File: config.mk
export PLATFORM = sky130hd
export DESIGN_NAME = icbs_bank_save
export DESIGN_NICKNAME = d
export VERILOG_FILES = /design/src/inc/icbs_pkg.sv /design/src/hdl/icbs_bank_save.sv /design/src/hdl/icbs_word_sel.sv
export SDC_FILE = /design/constraint.sdc
export NUM_CORES = 1
export LEC_CHECK = 0
export ABC_CLOCK_PERIOD_IN_PS = 14900
export BUFFER_PORTS_ARGS = -buffer_cell sky130_fd_sc_hd__clkbuf_2
export CAP_MARGIN = 30
export CORE_ASPECT_RATIO = 1.1
export CORE_MARGIN = 2
export CORE_UTILIZATION = 36
export DETAILED_ROUTE_END_ITERATION = 6
export GPL_TIMING_DRIVEN = 0
export PLACE_DENSITY_LB_ADDON = 0.25
export REMOVE_ABC_BUFFERS = 1
export SLEW_MARGIN = 20
export SYNTH_ARGS = -nofsm -noshare
export SYNTH_HDL_FRONTEND = slang
export SYNTH_SLANG_ARGS = --single-unit
File: constraint.sdc
create_clock -name clock -period 14.9 [get_ports clock]
set_clock_uncertainty 0.15 [all_clocks]
set_input_delay 2.235 -clock clock [delete_from_list [all_inputs] [get_ports clock]]
set_output_delay 2.235 -clock clock [all_outputs]
set_load 0.005 [all_outputs]
File: src/inc/icbs_pkg.sv
package icbs_pkg;
   // bank geometry
   localparam logic [31:0] BANK_SIZE_MODE0 = 32'h0000_0060;
   localparam logic [31:0] BANK_SIZE_MODE1 = 32'h0000_0090;
   localparam logic [31:0] WORD_BYTES = 32'h0000_0004;
   localparam logic [5:0] WORDS_MODE0 = 6'h18;
   localparam logic [5:0] WORDS_MODE1 = 6'h23;
   localparam logic [5:0] COUNT_MAX = 6'h3f;
   localparam logic [3:0] LOW_PRIO_BIT = 4'hf;
   localparam logic [15:0] DEPTH_ERR_CODE = 16'h001c;
   // register offsets
   localparam logic [11:0] OFS_CFG0 = 12'h000;
   localparam logic [11:0] OFS_CFG1 = 12'h004;
   localparam logic [11:0] OFS_COUNT = 12'h008;
   localparam logic [11:0] OFS_LIMIT = 12'h00c;
   localparam logic [11:0] OFS_INITPTR = 12'h010;
   localparam logic [11:0] OFS_STATUS = 12'h014;
   // field positions
   localparam int MODE_BIT = 16;
   // reset values
   localparam logic [15:0] RST_ENABLE = 16'h0000;
   localparam logic [15:0] RST_NODIS = 16'hffff;
   localparam logic [5:0] RST_COUNT = 6'h00;
   localparam logic [5:0] RST_LIMIT = 6'h00;
   localparam logic [31:0] RST_INITPTR = 32'h0000_0000;
   // word sources
   typedef enum logic [2:0] {SRC_PC, SRC_STATUS, SRC_CAUSE, SRC_FPU, SRC_GPR} icbs_src_type;
endpackage : icbs_pkg

File: src/hdl/icbs_bank_save.sv
`timescale 1ns/1ps
`default_nettype none
// Notes on behaviour
// - only table-reference vectored interrupts are considered for saving.
// - priority-indexed bank enable bit must be set to save.
// - priorities 15 and beyond all use bank enable bit 15.
// - bank count must not exceed the nest upper limit.
// - count above limit or at 63 skips save, raises error code 1c.
// - bank start is init pointer minus count times bank size.
// - bank size 0x60 in mode 0, 0x90 in mode 1.
// - mode 0 stores 24 words downward from start minus 4.
// - mode 1 stores 35 words downward; slot minus 0x90 unused.
// - after last store the count increments and the handler starts in the same cycle.
// - while saving, only store protection faults are taken; others held.
// - higher priority exceptions may be taken once saving ends.
// - normal guest acceptance sets the interrupt-disable flag.
// - saving interrupt with no-disable bit 0 keeps the flag clear.
// - priorities 15 and beyond use no-disable bit 15.
// - host-mode interrupts never use the bank.
// - up to 63 nesting levels held in the bank count.
module icbs_bank_save (
   input wire logic clock, // 100 MHz
   input wire logic resetn, // async, active low
   input wire logic clockEn, // freezes all state when low
   input wire logic psel, // apb select
   input wire logic penable, // apb enable
   input wire logic pwrite, // apb direction
   input wire logic [11:0] paddr, // apb byte address
   input wire logic [31:0] pwdata, // apb write data
   output logic [31:0] prdata, // apb read data
   output logic pready, // apb ready
   output logic pslverr, // apb error
   input wire logic irqAccept, // interrupt accepted, one cycle
   input wire logic irqGuest, // handled in guest mode
   input wire logic irqTableRef, // table-reference vectoring
   input wire logic [5:0] irqPrio, // priority level
   input wire logic [31:0] ctxPc, // interrupted pc
   input wire logic [31:0] ctxStatus, // guest status word
   input wire logic [31:0] ctxCause, // guest interrupt cause
   input wire logic [31:0] ctxFpu, // fpu status
   output logic [4:0] gprIdx, // register file read index
   input wire logic [31:0] gprData, // register file read data
   output logic memReq, // word write request
   output logic [31:0] memAddr, // word write address
   output logic [31:0] memWdata, // word write data
   input wire logic memDone, // write finished
   input wire logic memProtViol, // protection fault with memDone
   output logic holdOff, // other interrupts and exceptions held
   output logic handlerStart, // start handler, pulse
   output logic bankUsed, // context saved, with handlerStart
   output logic guestIrqDisable, // flag value, with handlerStart
   output logic system_error_exc, // depth error, pulse
   output logic [15:0] sysErrCode, // low cause bits
   output logic memProtExc // store protection fault, pulse
);
   typedef enum logic {IDLE, STORE} icbs_state_type;

   // bank size from mode
   function automatic logic [31:0] bankSize(input logic md);
      bankSize = md ? icbs_pkg::BANK_SIZE_MODE1 : icbs_pkg::BANK_SIZE_MODE0;
   endfunction : bankSize

   // start address of bank n
   function automatic logic [31:0] bankStart(input logic [31:0] ip, input logic [5:0] n,
                                             input logic md);
      bankStart = ip - 32'({26'h0, n} * bankSize(md));
   endfunction : bankStart

   // enable bits indexed by priority, low priorities share bit 15
   function automatic logic [3:0] prioIndex(input logic [5:0] p);
      prioIndex = (p >= 6'(icbs_pkg::LOW_PRIO_BIT)) ? icbs_pkg::LOW_PRIO_BIT : p[3:0];
   endfunction : prioIndex

   ////////////////////////////////////////////////////////////////////////////////
   // registers
   logic [15:0] enable_q, enable_d;
   logic modeSel_q, modeSel_d;
   logic [15:0] noDisable_q, noDisable_d;
   logic [5:0] bankCount_q, bankCount_d;
   logic [5:0] limit_q, limit_d;
   logic [31:0] initPtr_q, initPtr_d;
   icbs_state_type state_q, state_d;
   logic [5:0] wordIdx_q, wordIdx_d;
   logic [3:0] prioIdx_q, prioIdx_d;
   logic [31:0] start_q, start_d;
   logic memReq_q, memReq_d;
   logic [31:0] memAddr_q, memAddr_d;
   logic [31:0] memWdata_q, memWdata_d;
   logic handlerStart_q, handlerStart_d;
   logic bankUsed_q, bankUsed_d;
   logic irqDis_q, irqDis_d;
   logic system_error_exc_q, system_error_exc_d;
   logic memProtExc_q, memProtExc_d;
   logic apbWrite, apbRead, mapped;
   logic [5:0] selIdx;
   logic lastWord;
   icbs_pkg::icbs_src_type selSrc;
   logic [31:0] selData;
   logic [3:0] acceptIdx;
   logic candidate, depthOk;

   // slot after the current one, or slot 0 when idle
   assign selIdx = (state_q == IDLE) ? 6'h00 : wordIdx_q + 6'h01;
   assign lastWord = modeSel_q ? (wordIdx_q == icbs_pkg::WORDS_MODE1 - 6'h01)
                               : (wordIdx_q == icbs_pkg::WORDS_MODE0 - 6'h01);

   icbs_word_sel u_sel (
      .wordIdx(selIdx),
      .modeSel(modeSel_q),
      .src(selSrc),
      .gprIdx(gprIdx),
      .lastWord()
   );

   // data for the next slot; the cpu is stalled so sources are stable
   always_comb begin
      case (selSrc)
         icbs_pkg::SRC_PC: selData = ctxPc;
         icbs_pkg::SRC_STATUS: selData = ctxStatus;
         icbs_pkg::SRC_CAUSE: selData = ctxCause;
         icbs_pkg::SRC_FPU: selData = ctxFpu;
         default: selData = gprData;
      endcase
   end

   ////////////////////////////////////////////////////////////////////////////////
   // apb slave, zero wait states
   assign pready = 1'b1;
   assign apbWrite = psel && penable && pwrite;
   assign apbRead = psel && !pwrite;
   assign mapped = (paddr == icbs_pkg::OFS_CFG0) || (paddr == icbs_pkg::OFS_CFG1) ||
                   (paddr == icbs_pkg::OFS_COUNT) || (paddr == icbs_pkg::OFS_LIMIT) ||
                   (paddr == icbs_pkg::OFS_INITPTR) || (paddr == icbs_pkg::OFS_STATUS);
   assign pslverr = psel && penable && !mapped;

   // read mux, registered data only
   always_comb begin
      prdata = 32'h0000_0000;
      if (!apbRead) begin
         prdata = 32'h0000_0000;
      end else if (paddr == icbs_pkg::OFS_CFG0) begin
         prdata = {15'h0000, modeSel_q, enable_q};
      end else if (paddr == icbs_pkg::OFS_CFG1) begin
         prdata = {16'h0000, noDisable_q};
      end else if (paddr == icbs_pkg::OFS_COUNT) begin
         prdata = {26'h0, bankCount_q};
      end else if (paddr == icbs_pkg::OFS_LIMIT) begin
         prdata = {26'h0, limit_q};
      end else if (paddr == icbs_pkg::OFS_INITPTR) begin
         prdata = initPtr_q;
      end else if (paddr == icbs_pkg::OFS_STATUS) begin
         prdata = {31'h0, state_q == STORE};
      end
   end

   ////////////////////////////////////////////////////////////////////////////////
   // acceptance checks
   assign acceptIdx = prioIndex(irqPrio);
   assign candidate = irqGuest && irqTableRef && enable_q[acceptIdx];
   assign depthOk = (bankCount_q <= limit_q) && (bankCount_q != icbs_pkg::COUNT_MAX);

   // next state of sequencer and registers
   always_comb begin
      enable_d = enable_q;
      modeSel_d = modeSel_q;
      noDisable_d = noDisable_q;
      bankCount_d = bankCount_q;
      limit_d = limit_q;
      initPtr_d = initPtr_q;
      state_d = state_q;
      wordIdx_d = wordIdx_q;
      prioIdx_d = prioIdx_q;
      start_d = start_q;
      memReq_d = memReq_q;
      memAddr_d = memAddr_q;
      memWdata_d = memWdata_q;
      handlerStart_d = 1'b0;
      bankUsed_d = 1'b0;
      irqDis_d = irqDis_q;
      system_error_exc_d = 1'b0;
      memProtExc_d = 1'b0;
      // software writes; mode and pointer locked while a bank is being filled
      if (apbWrite && paddr == icbs_pkg::OFS_CFG0 && state_q == IDLE) begin
         enable_d = pwdata[15:0];
         modeSel_d = pwdata[icbs_pkg::MODE_BIT];
      end else if (apbWrite && paddr == icbs_pkg::OFS_CFG1) begin
         noDisable_d = pwdata[15:0];
      end else if (apbWrite && paddr == icbs_pkg::OFS_COUNT && state_q == IDLE) begin
         bankCount_d = pwdata[5:0];
      end else if (apbWrite && paddr == icbs_pkg::OFS_LIMIT) begin
         limit_d = pwdata[5:0];
      end else if (apbWrite && paddr == icbs_pkg::OFS_INITPTR && state_q == IDLE) begin
         initPtr_d = pwdata;
      end
      case (state_q)
         IDLE: begin
            if (irqAccept && candidate && !depthOk) begin
               system_error_exc_d = 1'b1;
            end else if (irqAccept && candidate) begin
               state_d = STORE;
               wordIdx_d = 6'h00;
               prioIdx_d = acceptIdx;
               start_d = bankStart(initPtr_q, bankCount_q, modeSel_q);
               memReq_d = 1'b1;
               memAddr_d = bankStart(initPtr_q, bankCount_q, modeSel_q) - icbs_pkg::WORD_BYTES;
               memWdata_d = selData;
            end else if (irqAccept) begin
               handlerStart_d = 1'b1;
               irqDis_d = 1'b1;
            end
         end
         STORE: begin
            if (memDone && memProtViol) begin
               // fault aborts the bank; count untouched so a retry reuses it
               memReq_d = 1'b0;
               memProtExc_d = 1'b1;
               state_d = IDLE;
            end else if (memDone && lastWord) begin
               memReq_d = 1'b0;
               bankCount_d = bankCount_q + 6'h01;
               handlerStart_d = 1'b1;
               bankUsed_d = 1'b1;
               irqDis_d = noDisable_q[prioIdx_q];
               state_d = IDLE;
            end else if (memDone) begin
               wordIdx_d = wordIdx_q + 6'h01;
               memAddr_d = memAddr_q - icbs_pkg::WORD_BYTES;
               memWdata_d = selData;
            end
         end
         default: state_d = IDLE;
      endcase
   end

   // register stage
   always_ff @(posedge clock or negedge resetn) begin
      if (!resetn) begin
         enable_q <= icbs_pkg::RST_ENABLE;
         modeSel_q <= 1'b0;
         noDisable_q <= icbs_pkg::RST_NODIS;
         bankCount_q <= icbs_pkg::RST_COUNT;
         limit_q <= icbs_pkg::RST_LIMIT;
         initPtr_q <= icbs_pkg::RST_INITPTR;
         state_q <= IDLE;
         wordIdx_q <= 6'h00;
         prioIdx_q <= 4'h0;
         start_q <= 32'h0000_0000;
         memReq_q <= 1'b0;
         memAddr_q <= 32'h0000_0000;
         memWdata_q <= 32'h0000_0000;
         handlerStart_q <= 1'b0;
         bankUsed_q <= 1'b0;
         irqDis_q <= 1'b0;
         system_error_exc_q <= 1'b0;
         memProtExc_q <= 1'b0;
      end else if (clockEn) begin
         enable_q <= enable_d;
         modeSel_q <= modeSel_d;
         noDisable_q <= noDisable_d;
         bankCount_q <= bankCount_d;
         limit_q <= limit_d;
         initPtr_q <= initPtr_d;
         state_q <= state_d;
         wordIdx_q <= wordIdx_d;
         prioIdx_q <= prioIdx_d;
         start_q <= start_d;
         memReq_q <= memReq_d;
         memAddr_q <= memAddr_d;
         memWdata_q <= memWdata_d;
         handlerStart_q <= handlerStart_d;
         bankUsed_q <= bankUsed_d;
         irqDis_q <= irqDis_d;
         system_error_exc_q <= system_error_exc_d;
         memProtExc_q <= memProtExc_d;
      end
   end

   // outputs
   assign memReq = memReq_q;
   assign memAddr = memAddr_q;
   assign memWdata = memWdata_q;
   assign holdOff = (state_q == STORE);
   assign handlerStart = handlerStart_q;
   assign bankUsed = bankUsed_q;
   assign guestIrqDisable = irqDis_q;
   assign system_error_exc = system_error_exc_q;
   assign sysErrCode = icbs_pkg::DEPTH_ERR_CODE;
   assign memProtExc = memProtExc_q;

   ////////////////////////////////////////////////////////////////////////////////
   // checks
   a_no_table_save: assert property (@(posedge clock) disable iff (!resetn)
      (clockEn && state_q == IDLE && irqAccept && !irqTableRef) |=> state_q == IDLE)
      else $error("save started without table vectoring");
   a_enable_gate: assert property (@(posedge clock) disable iff (!resetn)
      (clockEn && state_q == IDLE && irqAccept && !enable_q[acceptIdx]) |=> !holdOff)
      else $error("save started with bank disabled");
   a_low_prio_bit: assert property (@(posedge clock) disable iff (!resetn)
      (clockEn && state_q == IDLE && irqAccept && irqGuest && irqTableRef && irqPrio >= 6'h10
       && enable_q[15] && depthOk) |=> holdOff)
      else $error("low priority did not use bit 15");
   a_host_never: assert property (@(posedge clock) disable iff (!resetn)
      (clockEn && state_q == IDLE && irqAccept && !irqGuest) |=> !holdOff && !system_error_exc)
      else $error("host interrupt touched bank");
   a_depth_error: assert property (@(posedge clock) disable iff (!resetn)
      (clockEn && state_q == IDLE && irqAccept && candidate && bankCount_q == 6'h3f)
      |=> system_error_exc && sysErrCode == 16'h001c && !holdOff)
      else $error("depth overflow not reported");
   a_first_addr: assert property (@(posedge clock) disable iff (!resetn)
      (holdOff && wordIdx_q == 6'h00) |-> memAddr == start_q - 32'h0000_0004)
      else $error("first slot address wrong");
   a_last_addr: assert property (@(posedge clock) disable iff (!resetn)
      (holdOff && modeSel_q && lastWord) |-> memAddr == start_q - 32'h0000_008c)
      else $error("mode 1 last slot address wrong");
   a_count_step: assert property (@(posedge clock) disable iff (!resetn)
      (clockEn && holdOff && memDone && !memProtViol && lastWord)
      |=> bankCount_q == $past(bankCount_q) + 6'h01 && handlerStart && bankUsed)
      else $error("count not stepped after save");
   a_keep_clear: assert property (@(posedge clock) disable iff (!resetn)
      (handlerStart && bankUsed && !noDisable_q[prioIdx_q]) |-> !guestIrqDisable)
      else $error("disable flag set despite no-disable");
   a_write_hold: assert property (@(posedge clock) disable iff (!resetn)
      (memReq && !memDone) |=> memReq && $stable(memAddr) && $stable(memWdata))
      else $error("store dropped before completion");
endmodule : icbs_bank_save
`default_nettype wire

File: src/hdl/icbs_word_sel.sv
`timescale 1ns/1ps
`default_nettype none
// maps a save-order index onto the register stored in that slot
module icbs_word_sel (
   input wire logic [5:0] wordIdx, // save order, 0 based
   input wire logic modeSel, // save mode
   output icbs_pkg::icbs_src_type src, // source kind
   output logic [4:0] gprIdx, // general register number
   output logic lastWord // final slot of the bank
);
   // four special words first, then r1 upward; mode 0 ends on r30
   always_comb begin
      gprIdx = 5'h00;
      src = icbs_pkg::SRC_GPR;
      if (wordIdx == 6'h00) begin
         src = icbs_pkg::SRC_PC;
      end else if (wordIdx == 6'h01) begin
         src = icbs_pkg::SRC_STATUS;
      end else if (wordIdx == 6'h02) begin
         src = icbs_pkg::SRC_CAUSE;
      end else if (wordIdx == 6'h03) begin
         src = icbs_pkg::SRC_FPU;
      end else if (!modeSel && wordIdx == icbs_pkg::WORDS_MODE0 - 6'h01) begin
         gprIdx = 5'h1e; // r30 closes the short bank
      end else begin
         gprIdx = 5'(wordIdx - 6'h03);
      end
      lastWord = modeSel ? (wordIdx == icbs_pkg::WORDS_MODE1 - 6'h01)
                         : (wordIdx == icbs_pkg::WORDS_MODE0 - 6'h01);
   end
endmodule : icbs_word_sel
`default_nettype wire

==> out/results.ini, run 1 <==
[clock_tree]
holdBufCountCts=0
cts_resized=0
cts_setup_buffers=0
worstSkewPairLatency_ns=0.44
cts_root_buffer=clkbuf_16
path_clk_slew_ns=0.06
cts-buffers-inserted=17
cts_tree=built
cts.htree.levels=4
clkSinkCount=158
cts_max_path_buffers=2

[yosys]
synth_flop_cell=dfrtp_1
synth_edf_count=0
synth_area_um2=10900
ys_ff_latch=158
synth_cell_types=78
yosysWarnings=0
ys_async_sr_fraction_pct=100
syn_avg_cell_area_um2=8.95
synth_cells=1218
yosysSeqAreaShare_pct=36.4

[timing]
worstMarginPinSlew_ns=0.885
timing.final.crit_share_pct=47.8
setup_violations=0
fin_setup_tns_ns=0
finalCriticalPeriod_ns=7.12
setup_slack_ns=7.78
max_clock_freq_mhz=140
report.final.slew_viol_count=0
timing.slew.headroom_pct=40.5
grt_setup_unrepaired=no
fin_hold_ws_ns=0.328
finalHoldViolCount=0

[power_and_ir_drop]
leakagePower_nw=6.66
ir_worst_vdd_mv=0.0820
clkPwrFrac_pct=33.3
switchingPower_mw=0.416
pwr-share-seq_pct=44.8
swShare_pct=32.8
p_int_mw=0.853
power.density_nw_per_um2=93.3
combinationalPowerShare_pct=21.9

[floorplan]
core_area_um2=29700
die_h_um=187
die_w_um=170
placementRows=66
initial_core_util_pct=36.7
ios=347
dieArea_um2=31700

[routing]
drt-initial-drc-count=628
vias=10200
drc_errors=0
ant_nets=0
wl_per_cell_um=18.6
drt_wl_total_um=35500
viasPerCell=5.37
drt_first_pass_iters=5

[critical_path]
critPathMaxFanout=29
endpoint_kind=output pin
worstSetupPathType=in -> out
cp.arrival_ns=4.73
start_kind=input pin
required_ns=12.52

[placement]
dpl_worst_slack_ns=7.77
gp_congestion=0.869
place_hpwl_um=28000
io_buffers=329

[finish]
drive_gt1_share_pct=32.6
layout.nets=1795
synthToLayoutAreaGrowth_pct=24.8
final_core_util_pct=45.8

[grt]
grt.overflow.total=0
grt_pass1_vias=10100
grt_max_degree=59
grt_pass1_wl_um=55700
track_usage_pct=22.6
antenna_found_initial=2

[job]
max_cap_violations=0

[outcome]
outcome=finished, final reports clean

[worst_hold_path]
hold_class=reg -> reg

==> logic make-up after synthesis <==
logic type      Yosys count  share of synthesized area (%)
compound gates          309                           18.8
xor+xnor                 41                           3.29
fa+ha+maj                54                           7.09
buf+inv                 163                           6.46
flops                   158                           36.4
mux                      86                           9.42
other cells               2                         0.0689
simple gates            405                           18.4
==> cells in the mapped netlist, types with 9 or more instances <==
cell,instances,area [um2]
nand2_1,147,552
dfrtp_1,142,3550
o21ai_0,123,616
inv_1,77,289
nor2_1,70,263
mux2_2,59,664
clkbuf_1,51,191
nand3_1,50,250
a21oi_1,47,235
ha_1,41,513
a222oi_1,32,320
nor3_1,32,160
xor2_1,21,184
a31oi_1,20,125
xnor2_1,20,175
and2_1,19,119
buf_4,19,143
mux2i_1,19,190
dfstp_2,16,420
nor4_1,16,100
nand2b_1,14,87.6
fa_1,13,260
a22oi_1,12,90.1
buf_2,11,55.1
or3_1,11,68.8
a211oi_1,9,67.6
==> metrics by stage <==
stage / std cells / instance area, um2 / power, mW
after global routing: 1909 / 13600 / 1.34
after global placement: 1855 / 12700 / 0.847
final: 1909 / 13600 / 1.27
after CTS: 1906 / 13600 / 1.28
after detailed placement: 1874 / 13000 / 0.857
after floorplan: 1152 / 10600 / 0.682
==> final cells by class <==
| class | instances | area (um2) |
|---|---|---|
| antenna | 2 | 5.00 |
| clock buffer | 19 | 453 |
| clock inverter | 13 | 108 |
| fill | 2967 | 16100 |
| inverter | 77 | 289 |
| multi-input combinational | 917 | 6360 |
| sequential | 158 | 3980 |
| tap | 374 | 468 |
| timing repair buffer | 349 | 1950 |
==> power by group through the flow <==
| stage | clock network, mW | logic (mW) | registers (mW) |
|---|---|---|---|
| after floorplan | 0 | 0.115 | 0.566 |
| after global placement | 0 | 0.272 | 0.575 |
| after detailed placement | 0 | 0.283 | 0.574 |
| after CTS | 0.432 | 0.284 | 0.567 |
| after global routing | 0.450 | 0.310 | 0.580 |
| final | 0.423 | 0.278 | 0.568 |
==> placed cells by master, fill, tap and decap left out, types with 14 or more instances in the layout <==
cell and instances:
a21oi_1 47, dfrtp_1 141, clkbuf_2 328, a31oi_1 19, nand3_1 50, nor3_1 32
conb_1 22, mux2_2 59, nor2_1 69, dfstp_2 16, nor4_1 16, xor2_1 21
o21ai_0 123, ha_1 41, inv_1 77, clkbuf_16 17, and2_1 19, mux2i_1 19
xnor2_1 20, nand2b_1 14, nand2_1 147, a222oi_1 32
==> metal layers <==
| metal | GRT usage, % | vias up | share of wire, % |
|---|---|---|---|
| met1 | 26.5 | 4848 | 39 |
| met4 | 9.07 | 0 | 3.6 |
| met2 | 41.2 | 361 | 53 |
| met5 | 0 | - | 0 |
| met3 | 3.37 | 58 | 5.0 |
| li1 | - | 4975 | - |
==> worst paths after layout <==
path	cells after the start	to	from	slack (ns)
min in group asynchronous	1	prioIdx_q[3]	resetn	1.59
setup reg to reg	18	memAddr[30]	modeSel_q	9.48
hold / removal	2	memAddr[1]	memAddr[1]	0.33
max in group asynchronous	3	holdOff	resetn	12.05
hold reg to reg	2	memAddr[1]	memAddr[1]	0.33
setup / recovery	9	prdata[7]	paddr[7]	7.78
==> flip-flops by register name, indices dropped and copies added, names as in the netlist <==
signal,flops
bankCount_q,6
bankUsed,1
enable_q,16
guestIrqDisable,1
handlerStart,1
holdOff,1
initPtr_q,32
limit_q,6
memAddr,32
memProtExc,1
memReq,1
memWdata,32
modeSel_q,1
noDisable_q,16
prioIdx_q,4
system_error_exc,1
wordIdx_q,6
==> critical path, stage by stage <==
cell	delay [ns]
clkbuf_2	0.08
nor4_1	0.36
nand4b_1	0.57
nor2_4	0.82
a22oi_1	0.14
nor2_1	0.19
a31oi_1	0.07
nor2_1	0.12
clkbuf_2	0.13
No activity file was read; power rests on OpenSTA's default activity.
==> inputs of run 2 (changes only) <==
--- a/config.mk
+++ b/config.mk
@@ -5,7 +5,8 @@
 export SDC_FILE = /design/constraint.sdc
 export NUM_CORES = 1
 export LEC_CHECK = 0
-export ABC_CLOCK_PERIOD_IN_PS = 14900
+export ABC_AREA = 1
+export ABC_CLOCK_PERIOD_IN_PS = 5800
 export BUFFER_PORTS_ARGS = -buffer_cell sky130_fd_sc_hd__clkbuf_2
 export CAP_MARGIN = 30
 export CORE_ASPECT_RATIO = 1.1
==> constraint.sdc (replaced) <==
create_clock -name clock -period 5.8 [get_ports clock]
set_clock_uncertainty 0.15 [all_clocks]
set_input_delay 0.87 -clock clock [delete_from_list [all_inputs] [get_ports clock]]
set_output_delay 0.87 -clock clock [all_outputs]
set_load 0.005 [all_outputs]
==> run 2 against run 1 <==
Compared with the run above: power rose to 3.1 times the previous value; first-iteration DRC count up 19%; flip-flop and latch count did not move; highest routed layer unchanged; final area increased by 13%; critical endpoint is now memAddr[15]; register-to-register slack got worse by 9.0 ns.
==> out/results.ini, run 2 <==
[outcome]
outcome=finished, final reports clean

[clock_tree]
cts.htree.levels=4  ; unchanged
path_clk_slew_ns=0.07  ; about the same
cts_max_path_buffers=2  ; unchanged
cts_resized=0  ; unchanged
cts_tree=built
cts_root_buffer=clkbuf_16
cts-buffers-inserted=17  ; unchanged
cts_setup_buffers=0  ; unchanged
holdBufCountCts=0  ; unchanged
worstSkewPairLatency_ns=0.44  ; about the same
clkSinkCount=158  ; unchanged

[yosys]
synth_cell_types=53  ; -32%
yosysTopAreaCell=dfrtp_1
synth.area.top_cells=dfrtp_1 (28%), nand2_1 (14%), inv_1 (9.4%)
yosysMostFrequentCell=nand2_1
ys_async_sr_fraction_pct=100  ; unchanged
synth_area_um2=12700  ; +17%
synth_commonest_cells=nand2_1 (487), inv_1 (320), nor2_1 (238)
syn_avg_cell_area_um2=6.52  ; -27%
yosysSeqAreaShare_pct=31.2  ; -5.2 points
synth_cells=1952  ; +60%
synth_top_area_share_pct=27.9  ; -4.7 points
synth_edf_count=0  ; unchanged
yosysWarnings=0  ; unchanged
ys_ff_latch=158  ; unchanged
synth_flop_cell=dfrtp_1

[power_and_ir_drop]
ir_worst_vdd_mv=0.176  ; +120%
switchingPower_mw=1.54  ; +270%
leakagePower_nw=8.61  ; +29%
p_int_mw=2.41  ; +180%
clkPwrFrac_pct=27.5  ; -5.8 points
combinationalPowerShare_pct=32.9  ; +11 points
power.density_nw_per_um2=257  ; +180%
swShare_pct=38.9  ; +6.1 points
pwr-share-seq_pct=39.6  ; -5.2 points

[routing]
viasPerCell=4.96  ; -7.5%
wl_per_cell_um=15.7  ; -16%
drc_errors=0  ; unchanged
drt-initial-drc-count=746  ; +19%
ant_nets=0  ; unchanged
drt_wl_total_um=42200  ; +19%
vias=13300  ; +30%
drt_first_pass_iters=5  ; unchanged

[timing]
report.final.slew_viol_count=0  ; unchanged
finalCriticalPeriod_ns=5.29
max_clock_freq_mhz=189
worstMarginPinSlew_ns=0.913  ; +0.0280 ns
finalHoldViolCount=0  ; unchanged
setup_slack_ns=0.506  ; -7.27 ns
timing.final.crit_share_pct=91.3
grt_setup_unrepaired=no
timing.slew.headroom_pct=39.0  ; -1.5 points
setup_violations=0  ; unchanged

[job]
max_cap_violations=0  ; unchanged

[critical_path]
critPathMaxFanout=17  ; -41%
required_ns=5.97  ; -6.55 ns
start_kind=register
endpoint_kind=register
cp.arrival_ns=5.46  ; +0.73 ns
worstSetupPathType=reg -> reg

[placement]
place_hpwl_um=32500  ; +16%
io_buffers=329  ; unchanged
dpl_worst_slack_ns=0.306  ; -7.46 ns
gp_congestion=0.916  ; +5.4%
dp_cells=2655  ; +42%
place_area_um2=14700  ; +13%

[finish]
drive_gt1_share_pct=19.7  ; -13 points
stdcell_area_um2=15300  ; +13%
synthToLayoutAreaGrowth_pct=20.4
final_core_util_pct=43.8  ; -2.0 points
layout_commonest_cell=nand2_1
mostFrequentLayoutCells=nand2_1 (486), clkbuf_2 (328), inv_1 (320)
stdcell_count=2690  ; +41%
layout.nets=2507  ; +40%

[grt]
track_usage_pct=22.5  ; -0.16 points
grt_pass1_vias=12800  ; +27%
antenna_found_initial=1  ; -1
grt_max_degree=70  ; +19%
grt_pass1_wl_um=66100  ; +19%
grt.overflow.total=0  ; unchanged

[worst_hold_path]
hold_class=in -> async

[floorplan]
placementRows=72  ; +9.1%
dieArea_um2=36900  ; +16%
core_area_um2=35000  ; +18%
die_h_um=201  ; +7.9%
initial_core_util_pct=36.3  ; -0.34 points
die_w_um=183  ; +7.9%
ios=347  ; unchanged

==> run 2: power by group through the flow <==
stage | clock (mW) | combinational (mW) | sequential [mW]
floorplan | 0 | 0.703 | 1.54
global placement | 0 | 1.29 | 1.58
detailed placement | 0 | 1.31 | 1.58
CTS | 1.12 | 1.32 | 1.56
global route | 1.16 | 1.49 | 1.60
finish | 1.09 | 1.30 | 1.56
==> run 2: kinds of logic (layout without fill, tap and decap cells) <==
group / Yosys count / count (layout) / share of synthesized area [%]
compound gates: 287 / 287 / 13.2
flops: 158 / 158 / 31.2
buf+inv: 434 / 707 / 13.9
mux: 20 / 20 / 1.72
simple gates: 977 / 977 / 32.5
xor+xnor: 20 / 20 / 1.38
fa+ha+maj: 54 / 54 / 6.07
other cells: 2 / 23 / 0.0590
==> run 2: cell type report <==
type | instances | area, um2
Inverter | 331 | 1240
Antenna cell | 1 | 2.50
Clock buffer | 19 | 453
Timing Repair Buffer | 344 | 1920
Sequential cell | 158 | 3980
Multi-Input combinational cell | 1380 | 7080
Clock inverter | 13 | 104
Tap cell | 444 | 556
Fill cell | 3734 | 19700
==> run 2: path summary, 6_finish.rpt <==
check | depth (start not counted) | startpoint | to | slack [ns]
min in group clock | 2 | memWdata[5] | memWdata[5] | 0.33
hold reg to reg | 2 | memWdata[5] | memWdata[5] | 0.33
max in group asynchronous | 2 | resetn | noDisable_q[3] | 4.59
setup reg to reg | 22 | modeSel_q | memAddr[15] | 0.51
hold / removal | 1 | resetn | memWdata[30] | 0.19
setup / recovery | 22 | modeSel_q | memAddr[15] | 0.51
==> run 2: metrics by stage <==
stage,power [mW],hold slack (ns),TNS [ns]
after floorplan,2.24,0.294,0
after global placement,2.86,0.306,-26.66
after detailed placement,2.89,0.313,0
after CTS,4.00,0.185,0
after global routing,4.25,0.193,0
final,3.95,0.186,0
==> run 2: routing by layer <==
layer,global-route usage (%),part of all wire [%],vias to the layer above
met5,0,0,-
met4,7.60,2.5,0
met3,5.05,7.4,62
met2,40.5,49,506
met1,26.2,41,6032
li1,-,-,6744
==> run 2: worst max-delay path, stage by stage, from the launching register on <==
cell	delay (ns)
dfrtp_2	0.61
inv_2	0.17
nand2_1	0.14
nand2_1	0.09
ha_1	0.28
inv_1	0.05
fa_1	0.52
inv_1	0.06
fa_1	0.54
inv_1	0.05
fa_1	0.49
inv_1	0.04
ha_1	0.35
nand2_1	0.16
inv_1	0.07
nand2_1	0.06
nand2_1	0.06
a21oi_1	0.37
nand2_1	0.20
o21ai_0	0.36
o21ai_0	0.17
nand3_1	0.11
nand2_1	0.07
